===== config.mk =====
export PLATFORM = sky130hd
export DESIGN_NAME = flash_prefetch_predictor
export DESIGN_NICKNAME = d
export VERILOG_FILES = /design/src/flash_prefetch_pkg.sv /design/src/flash_prefetch_predictor.sv
export VERILOG_INCLUDE_DIRS = /design/src
export SDC_FILE = /design/constraint.sdc
export NUM_CORES = 2
export LEC_CHECK = 0
export ABC_AREA = 1
export ABC_CLOCK_PERIOD_IN_PS = 78400
export BUFFER_PORTS_ARGS = -buffer_cell sky130_fd_sc_hd__buf_2
export CAP_MARGIN = 20
export CORE_MARGIN = 1
export CORE_UTILIZATION = 46
export CTS_BUF_LIST = sky130_fd_sc_hd__clkbuf_4
export DETAILED_ROUTE_END_ITERATION = 6
export GPL_ROUTABILITY_DRIVEN = 0
export PLACE_DENSITY_LB_ADDON = 0.15
export REMOVE_ABC_BUFFERS = 1
export SLEW_MARGIN = 20
export SYNTH_ARGS = -nofsm -noshare
export SYNTH_HDL_FRONTEND = slang
export SYNTH_SLANG_ARGS = --single-unit

===== constraint.sdc =====
create_clock -name REF_CLK_I -period 78.4 [get_ports REF_CLK_I]
set_input_delay 15.68 -clock REF_CLK_I [delete_from_list [all_inputs] [get_ports REF_CLK_I]]
set_output_delay 15.68 -clock REF_CLK_I [all_outputs]
set_load 0.1 [all_outputs]

===== src/flash_prefetch_map.svh =====
// Register offsets, field positions, reset values and timing counts of the prefetch predictor
`ifndef FLASH_PREFETCH_MAP_SVH
`define FLASH_PREFETCH_MAP_SVH
`define OFS_CTRL        8'h00
`define OFS_STATUS      8'h04
`define OFS_LTAG_BASE   8'h10
`define CTRL_WS_LSB     0
`define CTRL_WS_MSB     2
`define CTRL_PF_LSB     4
`define CTRL_PF_MSB     5
`define CTRL_COH_BIT    16
`define LTAG_LOCK_BIT   1
`define LTAG_VALID_BIT  2
`define RST_WS          3'h7
`define RST_PF          2'h0
`define RST_COH         1'h0
`define CCA_CACHEABLE   3'h3
`define HOLD_CYCLES     2'h3
`define NUM_LINES       4
`define RESP_OKAY       2'h0
`define RESP_SLVERR     2'h2
`endif


===== src/flash_prefetch_pkg.sv =====
// Types of the flash prefetch predictor
`default_nettype none
package flash_prefetch_pkg;
	typedef enum logic [1:0] {
		F_IDLE = 2'b00,
		F_READ = 2'b01,
		F_HOLD = 2'b10
	} fstate_e;
	typedef struct packed {
		fstate_e           fst;
		logic              frd;
		logic [2:0]        cnt;
		logic [1:0]        hcnt;
		logic [27:0]       faddr;
		logic              fdem;
		logic              fdat;
		logic              fcach;
		logic [1:0]        fword;
		logic [127:0]      bdata;
		logic [27:0]       btag;
		logic              bvld;
		logic              pred_on;
		logic [3:0][127:0] ldata;
		logic [3:0][27:0]  ltag;
		logic [3:0]        lvld;
		logic [3:0]        llck;
		logic [2:0]        plru;
		logic [2:0]        ws;
		logic [1:0]        pfsel;
		logic              coh;
		logic              cpu_rvalid;
		logic [31:0]       cpu_rdata;
		logic              stall;
		logic              aw_have;
		logic [7:0]        aw_addr;
		logic              w_have;
		logic [31:0]       w_data;
		logic [3:0]        w_strb;
		logic              awready;
		logic              wready;
		logic              bvalid;
		logic [1:0]        bresp;
		logic              arready;
		logic              rvalid;
		logic [31:0]       rdata;
		logic [1:0]        rresp;
	} state_s;
endpackage
`default_nettype wire


===== src/flash_prefetch_predictor.sv =====
// Predictive prefetch, line fill, replacement and coherency logic of a flash prefetch cache
//
// Operation
// - After a line is placed, start a flash read of the next 16-byte line.
// - Prediction begins only after the first instruction fetch is seen.
// - Cacheable prediction delivers the next line into the prefetch buffer, or into the pseudo LRU line if it is fetched while the read runs.
// - Linear code finds the next line buffered before the previous is consumed.
// - A mismatching fetch redirects the predicted read, no extra latency.
// - Cache miss hitting the buffer copies data and tag into pseudo LRU line.
// - A line filled from the buffer becomes most recently used.
// - A full instruction-fetch miss reads flash and fills the pseudo LRU line.
// - Non-cacheable prediction serves accesses from the prefetch buffer only.
// - Non-cacheable prediction never touches cache lines or replacement state.
// - Linear non-cacheable code with prediction fetches with zero wait states.
// - Prefetched data is held at the flash output at most 3 cycles.
// - A data load that misses the cache aborts a predicted read and starts the load; no data prediction.
// - After an abort prediction stays idle until the next instruction fetch.
// - Next fetch after abort refills on miss or predicts on hit.
// - During flash programming the cache stays stalled.
// - Strict coherency: flash writes invalidate and unlock all lines.
// - Loose coherency: flash writes invalidate only unlocked lines.
// - No interrupt requests are raised.
// - A control register field selects predictive prefetching.
// - The data array loads only for cacheability attribute 3.
// - Each flash read lasts one cycle more than the programmed wait-state count.
// - A line is locked only when valid and lock are both 1.
`include "flash_prefetch_map.svh"
`default_nettype none
module flash_prefetch_predictor
	import flash_prefetch_pkg::*;
(
	input  wire logic         REF_CLK_I,
	input  wire logic         RST_N_I,
	input  wire logic         CPU_REQ_I,
	input  wire logic [31:0]  CPU_ADDR_I,
	input  wire logic         CPU_DATA_I,
	input  wire logic [2:0]   CPU_CCA_I,
	output logic              CPU_RVALID_O,
	output logic [31:0]       CPU_RDATA_O,
	output logic              CACHE_STALL_O,
	output logic              FLASH_RD_O,
	output logic [31:0]       FLASH_ADDR_O,
	input  wire logic [127:0] FLASH_RDATA_I,
	input  wire logic         FLASH_PROG_I,
	input  wire logic         AXI_AWVALID_I,
	output logic              AXI_AWREADY_O,
	input  wire logic [7:0]   AXI_AWADDR_I,
	input  wire logic         AXI_WVALID_I,
	output logic              AXI_WREADY_O,
	input  wire logic [31:0]  AXI_WDATA_I,
	input  wire logic [3:0]   AXI_WSTRB_I,
	output logic              AXI_BVALID_O,
	input  wire logic         AXI_BREADY_I,
	output logic [1:0]        AXI_BRESP_O,
	input  wire logic         AXI_ARVALID_I,
	output logic              AXI_ARREADY_O,
	input  wire logic [7:0]   AXI_ARADDR_I,
	output logic              AXI_RVALID_O,
	input  wire logic         AXI_RREADY_I,
	output logic [31:0]       AXI_RDATA_O,
	output logic [1:0]        AXI_RRESP_O
);

////////////////////////////////////////////////////////////////////////////////
// Reset release

logic   rst_meta;
logic   rst_n;
state_s r;
state_s n;

always_ff @(posedge REF_CLK_I or negedge RST_N_I) begin
	if (!RST_N_I) begin
		rst_meta <= 1'b0;
		rst_n    <= 1'b0;
	end else begin
		rst_meta <= 1'b1;
		rst_n    <= rst_meta;
	end
end

////////////////////////////////////////////////////////////////////////////////
// Helpers

function automatic logic [2:0] plru_touch(input logic [2:0] t, input logic [1:0] i);
	logic [2:0] o;
	o = t;
	o[0] = ~i[1];
	if (i[1] == 1'b0) begin
		o[1] = ~i[0];
	end else begin
		o[2] = ~i[0];
	end
	return o;
endfunction

function automatic logic [31:0] strb_merge(input logic [31:0] old, input logic [31:0] wd,
	input logic [3:0] st);
	logic [31:0] o;
	o = old;
	for (int b = 0; b < 4; b++) begin
		if (st[b]) begin
			o[b*8 +: 8] = wd[b*8 +: 8];
		end
	end
	return o;
endfunction

logic [27:0] line;
logic [1:0]  wd;
logic        cach;
logic        req;
logic        chit;
logic [1:0]  hidx;
logic        bhit;
logic        fdone;
logic [1:0]  vic;
logic        vic_ok;
logic [3:0]  locked;
logic [1:0]  ridx;
logic [31:0] ctrl_rd;
logic [31:0] wmerged;

assign line   = CPU_ADDR_I[31:4];
assign wd     = CPU_ADDR_I[3:2];
assign cach   = (CPU_CCA_I == `CCA_CACHEABLE);
assign req    = CPU_REQ_I && !r.cpu_rvalid;
assign bhit   = r.bvld && (r.btag == line);
assign fdone  = (r.fst == F_READ) && (r.cnt == r.ws);
assign locked = r.lvld & r.llck;
assign ctrl_rd = {15'h0, r.coh, 10'h0, r.pfsel, 1'b0, r.ws};

always_comb begin
	chit = 1'b0;
	hidx = 2'h0;
	for (int i = 0; i < `NUM_LINES; i++) begin
		if (r.lvld[i] && (r.ltag[i] == line)) begin
			chit = 1'b1;
			hidx = 2'(i);
		end
	end
end

// Victim is the pseudo LRU line unless locked; then the highest-numbered unlocked line
always_comb begin
	vic    = r.plru[0] ? {1'b1, r.plru[2]} : {1'b0, r.plru[1]};
	vic_ok = !locked[vic];
	for (int i = `NUM_LINES - 1; i >= 0; i--) begin
		if (!vic_ok && !locked[i]) begin
			vic    = 2'(i);
			vic_ok = 1'b1;
		end
	end
end

////////////////////////////////////////////////////////////////////////////////
// Next state

always_comb begin
	n = r;
	n.cpu_rvalid = 1'b0;
	n.stall      = FLASH_PROG_I;
	ridx         = AXI_ARADDR_I[3:2];
	wmerged      = strb_merge(ctrl_rd, r.w_data, r.w_strb);

	// Wait-state and output-hold counters
	if (r.fst == F_READ && !fdone) begin
		n.cnt = r.cnt + 3'h1;
	end
	if (r.fst == F_HOLD) begin
		if (r.hcnt == `HOLD_CYCLES - 2'h1) begin
			n.fst = F_IDLE;
		end else begin
			n.hcnt = r.hcnt + 2'h1;
		end
	end

	if (FLASH_PROG_I) begin
		// Nothing is served and any flash read is dropped
		n.fst     = F_IDLE;
		n.bvld    = 1'b0;
		n.pred_on = 1'b0;
	end else if (fdone) begin
		n.fst = F_IDLE;
		if (r.fdem) begin
			n.cpu_rdata  = FLASH_RDATA_I[r.fword*32 +: 32];
			n.cpu_rvalid = 1'b1;
			if (!r.fdat && r.fcach && vic_ok) begin
				n.ldata[vic] = FLASH_RDATA_I;
				n.ltag[vic]  = r.faddr;
				n.lvld[vic]  = 1'b1;
				n.plru       = plru_touch(r.plru, vic);
			end else if (!r.fdat && !r.fcach) begin
				n.bdata = FLASH_RDATA_I;
				n.btag  = r.faddr;
				n.bvld  = 1'b1;
			end
			// Non-cacheable prediction waits for the last word: the buffer still serves the running line
			if (!r.fdat && (r.fcach ? r.pfsel[0] : (r.pfsel[1] && r.fword == 2'h3))) begin
				n.pred_on = 1'b1;
				n.fst     = F_READ;
				n.cnt     = 3'h0;
				n.faddr   = r.faddr + 28'h1;
				n.fdem    = 1'b0;
				n.fdat    = 1'b0;
				n.fcach   = r.fcach;
			end
		end else begin
			n.bdata = FLASH_RDATA_I;
			n.btag  = r.faddr;
			n.bvld  = 1'b1;
			n.fst   = F_HOLD;
			n.hcnt  = 2'h0;
		end
	end else if (req) begin
		if (chit && cach) begin
			n.cpu_rdata  = r.ldata[hidx][wd*32 +: 32];
			n.cpu_rvalid = 1'b1;
			n.plru       = plru_touch(r.plru, hidx);
			if (!CPU_DATA_I && r.pfsel[0] && r.fst != F_READ &&
				!(r.bvld && r.btag == line + 28'h1)) begin
				n.pred_on = 1'b1;
				n.fst     = F_READ;
				n.cnt     = 3'h0;
				n.faddr   = line + 28'h1;
				n.fdem    = 1'b0;
				n.fdat    = 1'b0;
				n.fcach   = 1'b1;
			end
		end else if (!CPU_DATA_I && bhit) begin
			n.cpu_rdata  = r.bdata[wd*32 +: 32];
			n.cpu_rvalid = 1'b1;
			if (cach && vic_ok) begin
				n.ldata[vic] = r.bdata;
				n.ltag[vic]  = r.btag;
				n.lvld[vic]  = 1'b1;
				n.plru       = plru_touch(r.plru, vic);
				n.bvld       = 1'b0;
			end
			if ((cach ? r.pfsel[0] : (r.pfsel[1] && wd == 2'h3)) && r.fst != F_READ) begin
				n.pred_on = 1'b1;
				n.fst     = F_READ;
				n.cnt     = 3'h0;
				n.faddr   = line + 28'h1;
				n.fdem    = 1'b0;
				n.fdat    = 1'b0;
				n.fcach   = cach;
			end
		end else if (r.fst == F_READ && !r.fdem && !CPU_DATA_I && r.faddr == line) begin
			// Predicted read already targets this line
			n.fdem  = 1'b1;
			n.fcach = cach;
			n.fword = wd;
		end else if (!(r.fst == F_READ && r.fdem)) begin
			if (r.fst == F_READ) begin
				n.bvld = 1'b0;
			end
			if (CPU_DATA_I) begin
				n.pred_on = 1'b0;
			end else begin
				n.pred_on = r.pred_on || (cach ? r.pfsel[0] : r.pfsel[1]);
			end
			n.fst   = F_READ;
			n.cnt   = 3'h0;
			n.faddr = line;
			n.fdem  = 1'b1;
			n.fdat  = CPU_DATA_I;
			n.fcach = cach;
			n.fword = wd;
		end
	end

	// Register bus, read side
	if (r.rvalid && AXI_RREADY_I) begin
		n.rvalid = 1'b0;
	end
	if (AXI_ARVALID_I && r.arready) begin
		n.rvalid = 1'b1;
		n.rresp  = `RESP_OKAY;
		n.rdata  = 32'h0;
		if (AXI_ARADDR_I[7:2] == `OFS_CTRL >> 2) begin
			n.rdata = ctrl_rd;
		end else if (AXI_ARADDR_I[7:2] == `OFS_STATUS >> 2) begin
			n.rdata = {20'h0, r.llck, r.lvld, r.stall, (r.fst == F_READ), r.pred_on, r.bvld};
		end else if (AXI_ARADDR_I[7:4] == `OFS_LTAG_BASE >> 4) begin
			n.rdata = {r.ltag[ridx], 1'b0, r.lvld[ridx], r.llck[ridx], 1'b0};
		end else begin
			n.rresp = `RESP_SLVERR;
		end
	end
	n.arready = !n.rvalid;

	// Register bus, write side
	if (r.bvalid && AXI_BREADY_I) begin
		n.bvalid = 1'b0;
	end
	if (AXI_AWVALID_I && r.awready) begin
		n.aw_have = 1'b1;
		n.aw_addr = AXI_AWADDR_I;
	end
	if (AXI_WVALID_I && r.wready) begin
		n.w_have = 1'b1;
		n.w_data = AXI_WDATA_I;
		n.w_strb = AXI_WSTRB_I;
	end
	if (r.aw_have && r.w_have && !r.bvalid) begin
		n.aw_have = 1'b0;
		n.w_have  = 1'b0;
		n.bvalid  = 1'b1;
		n.bresp   = `RESP_OKAY;
		if (r.aw_addr[7:2] == `OFS_CTRL >> 2) begin
			n.ws    = wmerged[`CTRL_WS_MSB:`CTRL_WS_LSB];
			n.pfsel = wmerged[`CTRL_PF_MSB:`CTRL_PF_LSB];
			n.coh   = wmerged[`CTRL_COH_BIT];
		end else if (r.aw_addr[7:2] == `OFS_STATUS >> 2) begin
			n.bresp = `RESP_OKAY;
		end else if (r.aw_addr[7:4] == `OFS_LTAG_BASE >> 4) begin
			if (r.w_strb[0]) begin
				n.llck[r.aw_addr[3:2]] = r.w_data[`LTAG_LOCK_BIT];
			end
		end else begin
			n.bresp = `RESP_SLVERR;
		end
	end
	n.awready = !n.aw_have && !n.bvalid;
	n.wready  = !n.w_have && !n.bvalid;

	// Coherency while flash is written or programmed
	if (FLASH_PROG_I) begin
		if (r.coh) begin
			n.lvld = 4'h0;
			n.llck = 4'h0;
		end else begin
			n.lvld = r.lvld & r.llck;
		end
	end
	n.frd = (n.fst != F_IDLE);
end

////////////////////////////////////////////////////////////////////////////////
// State register and outputs

always_ff @(posedge REF_CLK_I or negedge rst_n) begin
	if (!rst_n) begin
		r       <= '0;
		r.ws    <= `RST_WS;
		r.pfsel <= `RST_PF;
		r.coh   <= `RST_COH;
	end else begin
		r <= n;
	end
end

assign CPU_RVALID_O  = r.cpu_rvalid;
assign CPU_RDATA_O   = r.cpu_rdata;
assign CACHE_STALL_O = r.stall;
assign FLASH_RD_O    = r.frd;
assign FLASH_ADDR_O  = {r.faddr, 4'h0};
assign AXI_AWREADY_O = r.awready;
assign AXI_WREADY_O  = r.wready;
assign AXI_BVALID_O  = r.bvalid;
assign AXI_BRESP_O   = r.bresp;
assign AXI_ARREADY_O = r.arready;
assign AXI_RVALID_O  = r.rvalid;
assign AXI_RDATA_O   = r.rdata;
assign AXI_RRESP_O   = r.rresp;

endmodule
`default_nettype wire


=== After elaboration in Yosys (flattened, before gate mapping) ===
Index checks and enable logic that the tools add are counted.

* Flip-flop bits (word level): 963

* Shifts and indexed selects: 3
* Equal/unequal tests: 49
* Bitwise gates (word level): 10
* Reductions and logical operators: 89
* $lt $le $gt $ge: 7
* Muxes and demuxes: 152
* $add $sub $neg: 4

{| class="wikitable"
|+ Operators by type and width
! cell !! count
|-
| two-way mux 628 bit || 4
|-
| two-way mux 630 bit || 2
|-
| bitwise mux 512 bit || 2
|-
| two-way mux 629 bit || 1
|-
| two-way mux 157 bit || 3
|-
| indexed part select 128 x 8 -> 32 bit || 3
|-
| two-way mux 33 bit || 8
|-
| binary-select mux 128 bit (select 2 bit) || 1
|-
| demux 128 bit (select 2 bit) || 1
|-
| two-way mux 128 bit || 2
|-
| bitwise mux 112 bit || 2
|-
| two-way mux 31 bit || 7
|-
| equality test 28 bit || 7
|-
| two-way mux 194 bit || 1
|-
| two-way mux 156 bit || 1
|-
| two-way mux 32 bit || 3
|-
| two-way mux 28 bit || 3
|-
| two-way mux 2 bit || 36
|-
| two-way mux 3 bit || 20
|-
| adder 28 x 1 -> 28 bit, second input constant || 2
|-
| binary-select mux 28 bit (select 2 bit) || 1
|-
| demux 28 bit (select 2 bit) || 1
|-
| logical AND 1 bit || 41
|-
| two-way mux 37 bit || 1
|-
| other kinds (41) || 161
|}

=== Logic depth before layout (Yosys ltp) ===
* Word-level depth: 25
* Gate-level depth with buffers: 25
* Gate-level depth less buffers: 21

=== Worst setup path before layout ===
OpenSTA, ideal clock, no wires.

* Path type: input to register
* Start point: input port CPU_ADDR_I[24]
* End point: register r[189] (netlist name)
* Setup slack: 60.544 ns
* Cell stages on the path: 22
* Arrival: 17.721 ns
* Required time: 78.265 ns
* Cell sequence: buf_4 > xnor2_1 > nand2_1 > nor2_1 > nand2_1 > nor2_4 > nand2_4 > nand2_4 > inv_2 > nand2_2 > nand2_4 > nand2_2 > inv_2 > nand2_1 > nand2_1 > nand2_4 > nor2_2 > buf_6 > buf_6 > buf_4 > nand2_1 > o21ai_0

* Cells in the longest elaborated chain, start to end: 9
* Elaborated cells on any way between the ends: 19

{| class="wikitable"
|+ Ends and longest elaborated chain
! what !! line !! RTL
|-
| start: declaration || flash_prefetch_predictor.sv:35 || <nowiki>input wire logic [31:0] CPU_ADDR_I,</nowiki>
|-
| equality test 28 bit || flash_prefetch_predictor.sv:137 || <nowiki>if (r.lvld[i] && (r.ltag[i] == line)) begin</nowiki>
|-
| logical AND 1 bit || flash_prefetch_predictor.sv:137 ||
|-
| two-way mux 1 bit (4 in series) || flash_prefetch_predictor.sv:137 ||
|-
| logical AND 1 bit || flash_prefetch_predictor.sv:216 || <nowiki>if (chit && cach) begin</nowiki>
|-
| != test 2 bit (no source line) || n/a ||
|-
| AND reduction 7 bit (no source line) (*) || n/a ||
|-
| end signal: assignment || flash_prefetch_predictor.sv:350 || <nowiki>r <= n;</nowiki>
|-
| end: declaration || flash_prefetch_predictor.sv:69 || <nowiki>state_s r;</nowiki>
|}

Mark *: on every way between the ends. The rest lies on a longest branch, timed or not.
A chain may end at the register's enable or synchronous reset.

=== Worst setup path in the final report ===
* Start point: input port CPU_ADDR_I[14]
* End point: register r[633] (netlist name)

Same word-level chain as after synthesis.

==> flow_summary.json <==
{
  "synth_cell_type_count": 54,
  "crit_required_ps": 79470,
  "grt_pass1_vias": 49900,
  "io_pins": 333,
  "start_kind": "input port",
  "switching_share_pct": 45.6,
  "clkLatencyLatePin_ps": 1260,
  "min_from": "rst_meta$_DFF_PN0_",
  "grt_pass1_wl_um": 297000,
  "drive_gt1_share_pct": 10.6,
  "syn_avg_cell_area_um2": 6.91,
  "timing_hold_violations_final": 0,
  "wl_per_cell_um": 20.6,
  "rsz0062_at_grt": "false",
  "drv_slew": 0,
  "finalSetupViolations": 0,
  "p_sw_mw": 0.792,
  "dieArea_um2": 117000,
  "hpwl_um": 116000,
  "clock_path_buffers": 4,
  "grtUsageTotal_pct": 32.9,
  "cts_resized": 0,
  "cts.htree.levels": 5,
  "timing.rr.start": "ctrl_rd[1]$_DFFE_PN1P_",
  "synthTopCellsByArea": "dfrtp_1 (43%), nand2_1 (18%), o21ai_0 (9.9%)",
  "tns_ps": 0,
  "p_per_area_nw_per_um2": 30.1,
  "setup_ws_ps": 57370,
  "drtIter0Drc": 5146,
  "skew_ps": 95.8,
  "path_delay_family": "simple AND/OR/NAND/NOR gates",
  "synthCells": 7725,
  "layoutNonFillerInstCount": 9460,
  "dpl_cell_area_um2": 54400,
  "drt_pass1_iterations": 7,
  "path_clk_slew_ps": 60,
  "grt_max_degree": 212,
  "reg2reg_slack_ps": 71240,
  "root_buffer": "clkbuf_4",
  "min_period_over_period_pct": 26.8,
  "ant_nets": 0,
  "layout.nets": 8011,
  "critPathSlowestCell": "buf_4",
  "p_int_mw": 0.943,
  "fp-row-count": 124,
  "ir_drop_mv": 0.0341,
  "post_cts_buffers": 0,
  "min_to": "rst_n$_DFF_PN0_",
  "path_cells": "buf_2 > inv_1 > nand2_1 > nand2_1 > nand3_1 > nor2_1 > nand2_1 > nor2_4 > nand2_4 > nand2_8 > inv_2 > nand2_2 > nand2_4 > nand2_2 > inv_2 > buf_4 > nand2_1 > nand2_1 > nand2_8 > nor2_4 > buf_4 > buf_4 > o21ai_0",
  "power.share.sequential_pct": 37.0,
  "gr-usage-met2_pct": 49.3,
  "hold_depth": 0,
  "crit_path_frequent_cell": "nand2_1",
  "die_x_um": 343,
  "dp.cells": 9009,
  "min_path_type": "flop to flop",
  "max_stage_delay_ps": 670,
  "synthArstFlopShare_pct": 100,
  "power.leakage_nw": 30.1,
  "netlist_area_um2": 53400,
  "start_util_pct": 46.6,
  "port-buffer-count": 292,
  "ys_ff_latch": 931,
  "yosysTopAreaCellShare_pct": 43.5,
  "power_frac_comb_pct": 36.7,
  "violations": "design-rule violations",
  "cts_hold_buf": 0,
  "yosysSeqAreaShare_pct": 43.6,
  "synth_warnings": 0,
  "overflow": 0,
  "worst_slew_pin_slew_ps": 1250,
  "die_h_um": 343,
  "fin_area_um2": 57600,
  "dp_worst_setup_slack_ps": 56340,
  "clockPowerShare_pct": 26.2,
  "via_per_inst": 5.59,
  "cts_buffers": 282,
  "yosysTopAreaCell": "dfrtp_1",
  "use_met1_pct": 44.9,
  "slew_headroom_pct": 15.5,
  "drc": 39,
  "synth_common_cells": "nand2_1 (2555), o21ai_0 (1061), dfrtp_1 (928), inv_1 (653), nor2_1 (585)",
  "antenna_found_initial": 14,
  "core_um2": 115000,
  "r2r-end": "r[633]$_DFFE_PN0P_",
  "drv_cap": 0,
  "status": "complete, but fails checks",
  "cts.sinks": 931,
  "critical_path_buf_inv_count": 7,
  "fmax_mhz": 47.5,
  "path_max_fanout": 84,
  "tritoncts": "done",
  "reg2regPathDepth": 16,
  "vias": 52900,
  "routed_wl_um": 195000,
  "path_class": "input port to flop",
  "area_growth_pct": 7.96,
  "cp.arrival_ps": 22100,
  "layout_min_cycle_time_ps": 21030,
  "synth_ff_type": "dfrtp_1",
  "busiest_layer": "met2",
  "endpoint_kind": "flop",
  "path_depth": 23,
  "grt_use_met3_pct": 7.06,
  "synth_enable_flop_cells": 0,
  "yosysMostFrequentCell": "nand2_1"
}
## per-layer routing
metal / share of wire (%) / vias to the layer above / routed length, um
met1: 42 / 24700 / 81400
met4: 4.7 / 14 / 9220
met3: 9.9 / 581 / 19300
met2: 44 / 2694 / 84800
li1: - / 24900 / -
met5: 0.050 / - / 97
## logic make-up after synthesis
| group | synth area share (%) |
|---|---|
| simple gates | 28.3 |
| compound gates | 16.3 |
| buf+inv | 10.6 |
| flops | 43.6 |
| xor+xnor | 1.00 |
| fa+ha+maj | 0.117 |
| other cells | 0.0141 |
| mux | 0.0422 |
## state kept, by name, indices dropped and copies added, names as in the netlist, 6 cells and up
register      cells
CPU_RDATA_O      32
AXI_RDATA_O      32
r               821
ctrl_rd           6
FLASH_ADDR_O     28
## metrics by stage
stage	util, %	power (mW)	hold slack (ps)
5_1_grt	50.3	1.83	374
6_report	50.3	1.74	358
2_1_floorplan	-	1.06	331
4_1_cts	50.3	1.74	362
3_3_place_gp	47.4	1.27	339
3_5_place_dp	47.4	1.28	346
## power by group through the flow
stage / logic, mW / clock network [mW] / registers, mW
6_report: 0.637 / 0.455 / 0.643
5_1_grt: 0.692 / 0.490 / 0.653
3_5_place_dp: 0.629 / 0 / 0.648
3_3_place_gp: 0.621 / 0 / 0.645
2_1_floorplan: 0.304 / 0 / 0.760
4_1_cts: 0.631 / 0.466 / 0.640
## area by class of cell
type | count | area, um2
Fill cell | 11800 | 57000
Multi-Input combinational cell | 5516 | 24600
Sequential cell | 931 | 23300
Clock buffer | 402 | 3020
Inverter | 694 | 2620
Timing Repair Buffer | 356 | 2030
Tap cell | 1512 | 1890
Clock inverter | 39 | 200
Antenna cell | 10 | 25.0
## placed cells by master, fill, tap and decap left out, types with 36 or more instances in the layout
cell type | netlist | routed
a21oi_1 | 241 | 241
nor3_1 | 36 | 36
nand3_1 | 490 | 489
nand2_1 | 2555 | 2548
buf_2 | 82 | 290
nor2_1 | 585 | 584
dfrtp_1 | 928 | 925
clkbuf_4 | 0 | 402
inv_1 | 653 | 650
o21ai_0 | 1061 | 1061
clkinv_1 | 11 | 37
o21ai_1 | 264 | 264
o22ai_1 | 36 | 36
inv_2 | 29 | 39
nand4_1 | 43 | 43
buf_4 | 145 | 59
## worst max-delay path by stage
stage | start | end | slack, ps
after floorplan | rst_n$_DFF_PN0_ | AXI_ARREADY_O$_DFF_PN0_ | 50530
after global placement | CPU_ADDR_I[14] | r[633]$_DFFE_PN0P_ | 56330
after detailed placement | CPU_ADDR_I[14] | r[207]$_DFFE_PN0P_ | 56340
after CTS | CPU_ADDR_I[14] | r[633]$_DFFE_PN0P_ | 57670
after global routing | CPU_ADDR_I[14] | r[212]$_DFFE_PN0P_ | 57220
final | CPU_ADDR_I[14] | r[633]$_DFFE_PN0P_ | 57370
Note: power is estimated with default switching activity, not from simulation.
